**src/logic/can_cfg_pkg.sv**
```systemverilog
// constants for the can node configuration object bank
package can_cfg_pkg;
    // ----------------------------------------
    // object indices and subindices
    // ----------------------------------------
    localparam logic [15:0] IDX_PROGRESS  = 16'h1f57;
    localparam logic [15:0] IDX_STARTUP   = 16'h1f80;
    localparam logic [15:0] IDX_RATE      = 16'h2005;
    localparam logic [15:0] IDX_SWITCH    = 16'h2006;
    localparam logic [15:0] IDX_NODE_ADDR = 16'h2009;
    localparam logic [7:0]  SUB_COUNT     = 8'h00;
    localparam logic [7:0]  SUB_FIRST     = 8'h01;
    localparam logic [7:0]  SUB_SECOND    = 8'h02;
    localparam logic [7:0]  ARRAY_ENTRIES = 8'h02;
    // ----------------------------------------
    // reset values and fields
    // ----------------------------------------
    localparam logic [31:0] STARTUP_RST   = 32'h0000_0000;
    localparam int          STARTUP_OP_BIT = 3;
    localparam logic [7:0]  RATE_RST      = 8'h88;
    localparam logic [7:0]  NODE_ADDR_RST = 8'h7f;
    localparam logic [7:0]  OFFSET_RST    = 8'h00;
    localparam logic [7:0]  OFFSET_MAX    = 8'h70;
    // ----------------------------------------
    // decoded bit rates in kbd
    // ----------------------------------------
    localparam logic [10:0] KBD_10   = 11'h00a;
    localparam logic [10:0] KBD_20   = 11'h014;
    localparam logic [10:0] KBD_50   = 11'h032;
    localparam logic [10:0] KBD_125  = 11'h07d;
    localparam logic [10:0] KBD_250  = 11'h0fa;
    localparam logic [10:0] KBD_500  = 11'h1f4;
    localparam logic [10:0] KBD_1000 = 11'h3e8;
    // ----------------------------------------
    // network states before and after initialization
    // ----------------------------------------
    typedef enum logic [1:0] {
        NMT_INIT    = 2'h0,
        NMT_PREOP   = 2'h1,
        NMT_OPER    = 2'h3
    } nmt_state_e;
    // rate code to kbd, unknown codes fall to full speed
    function automatic logic [10:0] decode_rate(input logic [7:0] code);
        unique case (code)
            8'h81:   decode_rate = KBD_10;
            8'h82:   decode_rate = KBD_20;
            8'h83:   decode_rate = KBD_50;
            8'h84:   decode_rate = KBD_125;
            8'h85:   decode_rate = KBD_250;
            8'h86:   decode_rate = KBD_500;
            default: decode_rate = KBD_1000;
        endcase
    endfunction
endpackage

```
**src/logic/node_addr_calc.sv**
```systemverilog
// node address derivation from rotary switch and offset
module node_addr_calc
    import can_cfg_pkg::*;
(
    input  wire logic [7:0] switch_i,
    input  wire logic       offset_en_i,
    input  wire logic [7:0] node_address_offset_i,
    output logic      [7:0] addr_o
);
    // offsets above the legal range are the master's fault; sum wraps to 8 bits
    always_comb begin
        if (offset_en_i) begin
            addr_o = 8'(switch_i + node_address_offset_i);
        end else begin
            addr_o = switch_i;
        end
    end
endmodule // node_addr_calc

```
**src/logic/can_node_config_objects.sv**
```systemverilog
// dictionary object bank for the can node configuration
module can_node_config_objects
    import can_cfg_pkg::*;
(
    // clock and reset
    input  wire logic        clock_i,
    input  wire logic        nrst_i,
    // dictionary access
    input  wire logic        obj_wr_i,
    input  wire logic        obj_rd_i,
    input  wire logic [15:0] obj_index_i,
    input  wire logic [7:0]  obj_sub_i,
    input  wire logic [31:0] obj_wdata_i,
    output logic      [31:0] obj_rdata_o,
    output logic             obj_ack_o,
    output logic             obj_err_o,
    // programming progress from the loader
    input  wire logic        prog_fw_we_i,
    input  wire logic        prog_user_we_i,
    input  wire logic [31:0] prog_status_i,
    // rotary switch and initialization
    input  wire logic [7:0]  switch_i,
    input  wire logic        init_done_i,
    // applied settings
    output nmt_state_e       nmt_state_o,
    output logic      [10:0] bit_rate_kbd_o,
    output logic      [7:0]  node_addr_o
);
    // ----------------------------------------
    // stored objects
    // ----------------------------------------
    logic [31:0] progress_reg [2];
    logic [31:0] progress_next [2];
    logic [31:0] startup_reg, startup_next;
    logic [7:0]  rate_reg, rate_next;
    logic        offset_en_reg, offset_en_next;
    logic [7:0]  offset_reg, offset_next;
    logic [7:0]  node_obj_reg, node_obj_next;
    logic [31:0] rdata_reg, rdata_next;
    logic        ack_reg, ack_next;
    logic        err_reg, err_next;
    nmt_state_e  nmt_reg, nmt_next;
    logic [10:0] kbd_reg, kbd_next;
    logic [7:0]  addr_reg, addr_next;
    logic        applied_reg, applied_next;
    logic [7:0]  derived_addr;

    // byte objects sit in the low byte of the read word
    function automatic logic [31:0] byte_word(input logic [7:0] value);
        byte_word = {24'h0, value};
    endfunction

    node_addr_calc u_calc (
        .switch_i              (switch_i),
        .offset_en_i           (offset_en_reg),
        .node_address_offset_i (offset_reg),
        .addr_o                (derived_addr)
    );

    // ----------------------------------------
    // object access
    // ----------------------------------------
    always_comb begin
        progress_next = progress_reg;
        startup_next  = startup_reg;
        rate_next     = rate_reg;
        offset_en_next = offset_en_reg;
        offset_next   = offset_reg;
        node_obj_next = node_obj_reg;
        rdata_next    = rdata_reg;
        ack_next      = 1'b0;
        err_next      = 1'b0;
        // progress is written by the loader only, never by the master
        if (prog_fw_we_i) begin
            progress_next[0] = prog_status_i;
        end
        if (prog_user_we_i) begin
            progress_next[1] = prog_status_i;
        end
        if (obj_wr_i || obj_rd_i) begin
            ack_next = 1'b1;
            unique case (obj_index_i)
                IDX_PROGRESS: begin
                    if (obj_wr_i) begin
                        err_next = 1'b1;
                    end else if (obj_sub_i == SUB_COUNT) begin
                        rdata_next = byte_word(ARRAY_ENTRIES);
                    end else if (obj_sub_i == SUB_FIRST) begin
                        rdata_next = progress_reg[0];
                    end else if (obj_sub_i == SUB_SECOND) begin
                        rdata_next = progress_reg[1];
                    end else begin
                        err_next = 1'b1;
                    end
                end
                IDX_STARTUP: begin
                    if (obj_wr_i) begin
                        startup_next = obj_wdata_i;
                    end else begin
                        rdata_next = startup_reg;
                    end
                end
                IDX_RATE: begin
                    if (obj_wr_i) begin
                        rate_next = obj_wdata_i[7:0];
                    end else begin
                        rdata_next = byte_word(rate_reg);
                    end
                end
                IDX_SWITCH: begin
                    if (obj_sub_i == SUB_COUNT) begin
                        err_next = obj_wr_i;
                        rdata_next = obj_wr_i ? rdata_reg : byte_word(ARRAY_ENTRIES);
                    end else if (obj_sub_i == SUB_FIRST) begin
                        if (obj_wr_i) begin
                            // only 0 or 1 is legal for the enable
                            if (obj_wdata_i[7:1] == 7'h0) begin
                                offset_en_next = obj_wdata_i[0];
                            end else begin
                                err_next = 1'b1;
                            end
                        end else begin
                            rdata_next = {31'h0, offset_en_reg};
                        end
                    end else if (obj_sub_i == SUB_SECOND) begin
                        if (obj_wr_i) begin
                            // stored as written; the master keeps it in range
                            offset_next = obj_wdata_i[7:0];
                        end else begin
                            rdata_next = byte_word(offset_reg);
                        end
                    end else begin
                        err_next = 1'b1;
                    end
                end
                IDX_NODE_ADDR: begin
                    if (obj_wr_i) begin
                        node_obj_next = obj_wdata_i[7:0];
                    end else begin
                        rdata_next = byte_word(node_obj_reg);
                    end
                end
                default: begin
                    err_next = 1'b1;
                end
            endcase
        end
    end

    // ----------------------------------------
    // apply settings once at initialization
    // ----------------------------------------
    always_comb begin
        nmt_next     = nmt_reg;
        kbd_next     = kbd_reg;
        addr_next    = addr_reg;
        applied_next = applied_reg;
        // later writes are never applied; the next reset restores the reset values first, so the bus never changes mid-traffic
        if (init_done_i && !applied_reg) begin
            applied_next = 1'b1;
            kbd_next     = decode_rate(rate_reg);
            addr_next    = derived_addr;
            if (startup_reg[STARTUP_OP_BIT]) begin
                nmt_next = NMT_OPER;
            end else begin
                nmt_next = NMT_PREOP;
            end
        end
    end

    // ----------------------------------------
    // object registers
    // ----------------------------------------
    always_ff @(posedge clock_i) begin
        if (!nrst_i) begin
            progress_reg[0] <= 32'h0000_0000;
            progress_reg[1] <= 32'h0000_0000;
            startup_reg   <= STARTUP_RST;
            rate_reg      <= RATE_RST;
            offset_en_reg <= 1'b0;
            offset_reg    <= OFFSET_RST;
            node_obj_reg  <= NODE_ADDR_RST;
            rdata_reg     <= 32'h0000_0000;
            ack_reg       <= 1'b0;
            err_reg       <= 1'b0;
        end else begin
            progress_reg  <= progress_next;
            startup_reg   <= startup_next;
            rate_reg      <= rate_next;
            offset_en_reg <= offset_en_next;
            offset_reg    <= offset_next;
            node_obj_reg  <= node_obj_next;
            rdata_reg     <= rdata_next;
            ack_reg       <= ack_next;
            err_reg       <= err_next;
        end
    end

    // ----------------------------------------
    // applied setting registers
    // ----------------------------------------
    always_ff @(posedge clock_i) begin
        if (!nrst_i) begin
            nmt_reg       <= NMT_INIT;
            kbd_reg       <= KBD_1000;
            addr_reg      <= NODE_ADDR_RST;
            applied_reg   <= 1'b0;
        end else begin
            nmt_reg       <= nmt_next;
            kbd_reg       <= kbd_next;
            addr_reg      <= addr_next;
            applied_reg   <= applied_next;
        end
    end

    assign obj_rdata_o    = rdata_reg;
    assign obj_ack_o      = ack_reg;
    assign obj_err_o      = err_reg;
    assign nmt_state_o    = nmt_reg;
    assign bit_rate_kbd_o = kbd_reg;
    assign node_addr_o    = addr_reg;
endmodule // can_node_config_objects

```
**config.mk**
```make
export PLATFORM = sky130hd
export DESIGN_NAME = can_node_config_objects
export DESIGN_NICKNAME = d
export VERILOG_FILES = /design/src/logic/can_cfg_pkg.sv /design/src/logic/node_addr_calc.sv /design/src/logic/can_node_config_objects.sv
export SDC_FILE = /design/constraint.sdc
export NUM_CORES = 1
export LEC_CHECK = 0
export BUFFER_PORTS_ARGS = -buffer_cell sky130_fd_sc_hd__buf_4
export CORE_UTILIZATION = 50
export CTS_CLUSTER_SIZE = 12
export DETAILED_ROUTE_END_ITERATION = 16
export GPL_ROUTABILITY_DRIVEN = 1
export PLACE_DENSITY_LB_ADDON = 0.3
export RECOVER_POWER = 25
export SYNTH_ARGS = -nofsm -noshare
export SYNTH_HDL_FRONTEND = slang
export SYNTH_SLANG_ARGS = --single-unit
export TNS_END_PERCENT = 5
```
**constraint.sdc**
```tcl
create_clock -name clock_i -period 2.3 [get_ports clock_i]
set_input_delay 0 -clock clock_i [delete_from_list [all_inputs] [get_ports clock_i]]
set_output_delay 0 -clock clock_i [all_outputs]
set_load 0.01 [all_outputs]
```
Word-level counts from Yosys, hierarchy flattened
Cells that the tools add are included.
{ "classes": {"n_mux": 27, "n_reduce_logical": 14, "eq_ne": 22, "bitwise_logic": 2, "n_addsub": 1} }
{ "ops": {"columns": ["op", "count"], "rows": [
  ["$mux 32", 13],
  ["$pmux 32 s5", 1],
  ["$pmux 10 s6", 1],
  ["$eq 16x14->1 const B", 3],
  ["$eq 8x8->1 const B", 6],
  ["$eq 16x13->1 const B", 2],
  ["$reduce_and 6->1", 2],
  ["$reduce_and 11->1", 1],
  ["$mux 1", 9],
  ["$ne 3x3->1 const B", 3],
  ["$reduce_and 3->1", 3],
  ["$add 8x8->8", 1],
  ["$eq 8x1->1 const B", 1],
  ["$eq 8x2->1 const B", 1],
  ["$logic_not 8->1", 1],
  ["$mux 8", 1],
  ["$ne 2x2->1 const B", 4],
  ["$ne 4x4->1 const B", 2],
  ["$logic_not 7->1", 1],
  ["$reduce_bool 5->1", 1],
  ["$pmux 1 s3", 1],
  ["$reduce_or 3->1", 1],
  ["$mux 2", 1],
  ["$not 1->1", 2],
  ["other kinds (4)", 4]
]} }
{ "word_totals": {"inputBits": 103, "reg_bits": 177, "output_inout_bits": 55} }

Logic depth before layout (Yosys ltp)
{ "depth": {"depth_word": 6, "mapped_depth": 10, "mapped_depth_nobuf": 9} }

Modules after synthesis
Synthesis repeated with hierarchy kept, for this count alone.
{ "unflattened": {"hier_cells": 947, "hier_area_um2": 8164.1} }
{ "modules_own_cells": {"columns": ["mod", "n_inst", "seq_area_each_um2", "cells_each", "area_each_um2"], "rows": [
  ["can_node_config_objects", 1, 3503.4, 890, 7719.9],
  ["node_addr_calc", 1, 0.0, 57, 444.2]
]} }

Worst setup path after synthesis
No wires, ideal clock.
{ "synth_path": {"path_type": "input port to flip-flop", "from": "input obj_index_i[4]", "to": "register rdata_reg[0] (netlist: obj_rdata_o[0])", "path_buffers": 3, "required_ns": 2.171, "cell_stages": 9, "setup_time_ns": 0.129, "t_arrival_ns": 2.140, "setup_slack_ns": 0.031, "cell_sequence": "or4_1 -> or4_1 -> buf_4 -> or3_4 -> o2111a_2 -> buf_6 -> buf_6 -> o21ai_1 -> nor2_1"} }
{ "synth_via": {"elab_chain_len": 3, "elab_cells_between_ends": 17, "cone_classes": "eq/ne: 14; mux: 1; reduce/logical: 2"} }
{ "synth_lines": {"columns": ["element", "line_no", "text"], "rows": [
  ["from (decl)", "can_node_config_objects.sv:11", "input wire logic [15:0] obj_index_i,"],
  ["$eq 16x13->1 / $eq 16x14->1 (equally long branches)", "can_node_config_objects.sv:82", "unique case (obj_index_i)"],
  ["$ne 4x4->1 (no source line), or another cell as far along", null, null],
  ["$reduce_and 11->1 (no source line)", null, null],
  ["to (signal assigned)", "can_node_config_objects.sv:193", "rdata_reg <= rdata_next;"],
  ["to (decl)", "can_node_config_objects.sv:39", "logic [31:0] rdata_reg, rdata_next;"]
]} }
Several ways; a longest one is shown, not always the timed one.
A chain may end at the register's enable or synchronous reset.

Worst setup path after layout
{ "layout_path": {"from": "register offset_reg[0]", "to": "register addr_reg[6] (netlist: node_addr_o[6])"} }
{ "layout_via": {"elab_chain_len": 2} }
{ "layout_lines": {"columns": ["element", "line_no", "text"], "rows": [
  ["from (decl)", "can_node_config_objects.sv:37", "logic [7:0] offset_reg, offset_next;"],
  ["from (signal assigned)", "can_node_config_objects.sv:191", "offset_reg <= offset_next;"],
  ["$add 8x8->8", "node_addr_calc.sv:13", "addr_o = 8'(switch_i + node_address_offset_i);"],
  ["$mux 8", "node_addr_calc.sv:12", "if (offset_en_i) begin"],
  ["to (signal assigned)", "can_node_config_objects.sv:211", "addr_reg <= addr_next;"],
  ["to (decl)", "can_node_config_objects.sv:44", "logic [7:0] addr_reg, addr_next;"]
]} }
No other way between the ends.

==> impl_metrics.py <==
metrics = {
    "cts": {
        "cts_made_buffers": 17,
        "cts.clk_slew.worst_paths_ns": 0.06,
        "root_buffer": "clkbuf_16",
        "clk_path_buf_depth": 2,
        "htreeDepth": 4,
        "cts_tree": "yes",
        "cts_sinks": 175,
        "clock_latency_ns": 0.43,
        "cts_setup_buffers": 0,
    },
    "global_route": {
        "grtUsageTotal_pct": 28.8,
        "grt.overflow.total": 0,
        "antenna_found_initial": 0,
        "grt_start_max_net_pins": 54,
        "grt_pass1_wl_mm": 38.0,
        "grt_pass1_vias": 7570,
    },
    "timing": {
        "timing.clock.skew_ns": 0.00754,
        "hold_violations": 0,
        "fin_hold_ws_ns": 0.184,
        "fmax_ghz": 0.455,
        "maxSlewViolCount": 0,
        "maxSlewHeadroom_pct": 4.56,
        "min_period_ns": 2.20,
        "tightest_slew_ns": 1.43,
        "finalSetupViolCount": 0,
        "period_share_pct": 95.6,
        "rsz0062_at_grt": "no",
    },
    "drt": {
        "drc": 0,
        "via_per_inst": 5.63,
        "first_pass_iters": 5,
        "m1WireLength_mm": 10.9,
        "routed_wl_mm": 24.4,
        "initialDrtViolationCount": 599,
        "num_vias": 7970,
        "ant_nets": 0,
        "wire_per_inst_um": 17.2,
        "dr_wl_met2_mm": 11.1,
        "topRoutingLayerUsed": "met4",
        "met3_length_mm": 1.74,
    },
    "floorplanning": {
        "die_y_um": 131,
        "die-area_mm2": 0.0171,
        "ios": 158,
        "num_rows": 46,
        "core_area_mm2": 0.0161,
        "die_x_um": 131,
        "start_util_pct": 51.7,
    },
    "logic_synthesis": {
        "async_flop_share_pct": 0,
        "synth.ff_latch_count": 175,
        "ys_warn_count": 0,
        "synth_seq_area_share_pct": 42.2,
        "yosysTopAreaCellShare_pct": 42.2,
        "syn-num-nets": 1073,
        "synth_edf_count": 0,
        "netlist_area_mm2": 0.00830,
        "yosys-top-cells-area": "dfxtp_1, mux2i_1, nand2_1, nor2b_1, a21boi_0",
        "synthFlopType": "dfxtp_1",
        "synthCells": 962,
        "synth_top_area_cell": "dfxtp_1",
        "yosysUniqueCellTypes": 63,
        "avgSynthCellArea_um2": 8.63,
    },
    "min_path": {
        "hp-class": "in2reg",
        "worstHoldStart": "prog_user_we_i",
        "min_to": "progress_reg[5]",
        "hold-path-cell-count": 3,
    },
    "place": {
        "portBuffers": 156,
        "place_inst": 1306,
        "detailed_place_hpwl_mm": 15.8,
        "post_dp_cell_area_mm2": 0.00984,
        "routabilityCongestion": 0.837,
    },
    "power_and_ir_drop": {
        "peakVddDrop_v": 0.000510,
        "p_leak_nw": 4.46,
        "power_density_mw_per_mm2": 621,
        "p_total_w": 0.00688,
    },
    "worst_setup_path": {
        "crit_type": "reg2reg",
        "critPathLaunchType": "flip-flop",
        "critPathArrivalTime_ns": 2.50,
        "end_kind": "flip-flop",
        "r2r_slack_ns": 0.10,
        "worstPathRequired_ns": 2.60,
        "reg2reg_from": "offset_reg[0]",
        "r2r-end": "node_addr_o[6]",
        "cp_max_fo": 3,
        "rr_worst_depth": 9,
    },
    "cells_and_area": {
        "syn2layout_area_growth_pct": 33.5,
        "final_common_cell": "dfxtp_1",
        "finalCoreUtilization_pct": 69.0,
        "nets": 1297,
        "largest_register_ff_count": 64,
        "drive_above_1_share_pct": 17.1,
        "fillers": 1258,
        "design_area_mm2": 0.0111,
        "fin_cells": 1415,
        "layout_common_cells": "dfxtp_1, nand2_1, buf_4, mux2i_1, nor2b_1",
        "diodes": 0,
    },
    "outcome": {
        "status": "finished, final reports clean",
    },
    "flow_run": {
        "max_cap_violations": 0,
    },
}
[critical path, stage by stage (launching register included)]
cell and delay [ns]:
dfxtp_1 0.38, ha_1 0.19, inv_1 0.06, fa_1 0.43, nor2b_1 0.12, o21ai_0 0.12
a21boi_1 0.33, nor4_1 0.11, nor3_1 0.23, a31oi_1 0.11
[logic make-up after synthesis]
group           synth area share [%]
simple gates                    24.7
compound gates                  15.6
flops                           42.2
mux                             11.2
buf+inv                         4.31
fa+ha+maj                       1.30
xor+xnor                       0.633
other cells                   0.0452
[worst max-delay path by stage]
| stage | to | depth (start not counted) | start |
|---|---|---|---|
| 4_1_cts | node_addr_o[6] | 9 | offset_reg[0] |
| 2_1_floorplan | obj_rdata_o[0] | 9 | obj_index_i[4] |
| 5_1_grt | node_addr_o[6] | 9 | offset_reg[0] |
| 3_3_place_gp | obj_rdata_o[4] | 7 | obj_index_i[4] |
| 6_report | node_addr_o[6] | 9 | offset_reg[0] |
| 3_5_place_dp | obj_rdata_o[19] | 8 | obj_index_i[4] |
[power by group]
part           leakage, nW  internal, W  total [W]  switching [W]
Combinational         2.74     0.000377   0.000696       0.000319
Sequential            1.43      0.00311    0.00316      0.0000433
Clock                0.297      0.00183    0.00302        0.00119
Total                 4.46      0.00532    0.00688        0.00156
[Yosys cell counts (2+ instances only)]
library cell / instances
nor4b_1: 2
a2111oi_0: 3
or2_2: 2
mux2i_1: 93
and3_1: 12
and2_1: 2
buf_6: 2
a211o_1: 5
nand2_1: 174
o21ai_0: 35
ha_1: 7
nand3b_1: 4
o22ai_1: 2
a32o_1: 7
o2bb2ai_1: 3
nand4_1: 2
clkbuf_1: 62
a22oi_1: 3
a21boi_1: 21
nor3b_1: 5
a31oi_1: 2
a21boi_0: 42
o31ai_1: 2
inv_1: 7
nor2_1: 25
or4_1: 3
o21a_1: 2
nor3_1: 8
or3_1: 3
nand3_1: 32
buf_4: 4
o211ai_1: 11
o21ai_1: 3
dfxtp_1: 175
buf_1: 7
a21oi_1: 34
nor2b_1: 87
buf_2: 4
xnor2_1: 5
a222oi_1: 2
nor4_1: 36
[area by class of cell]
type / instances / area [µm²] / area share (%)
multi-input combinational: 701 / 4450 / 40.2
tap: 216 / 270 / 2.44
clock buffer: 24 / 492 / 4.44
timing repair buffer: 284 / 2210 / 19.9
clock inverter: 8 / 128 / 1.15
inverter: 7 / 26.3 / 0.237
sequential: 175 / 3500 / 31.6
[through the flow]
stage | TNS, ns | worst slack [ns]
after floorplan | 0 | 0.0310
after global placement | -2.51 | -0.110
after detailed placement | -4.09 | -0.178
after CTS | 0 | 0.158
after global routing | 0 | 0.0313
final | 0 | 0.102
[metal layers]
| layer | global-route usage (%) | vias to the layer above |
|---|---|---|
| met5 | 0 | - |
| met4 | 11.2 | 0 |
| met3 | 5.01 | 55 |
| met2 | 45.9 | 346 |
| met1 | 38.8 | 3769 |
| li1 | - | 3800 |
[timing repair]
item                                   in CTS  in global routing
hold buffers                               77                  0
gates resized for setup                     0                  1
endpoints found under the hold margin     135                  0
setup endpoints to repair                   0                  2
Power figures use the tool's default switching activity.
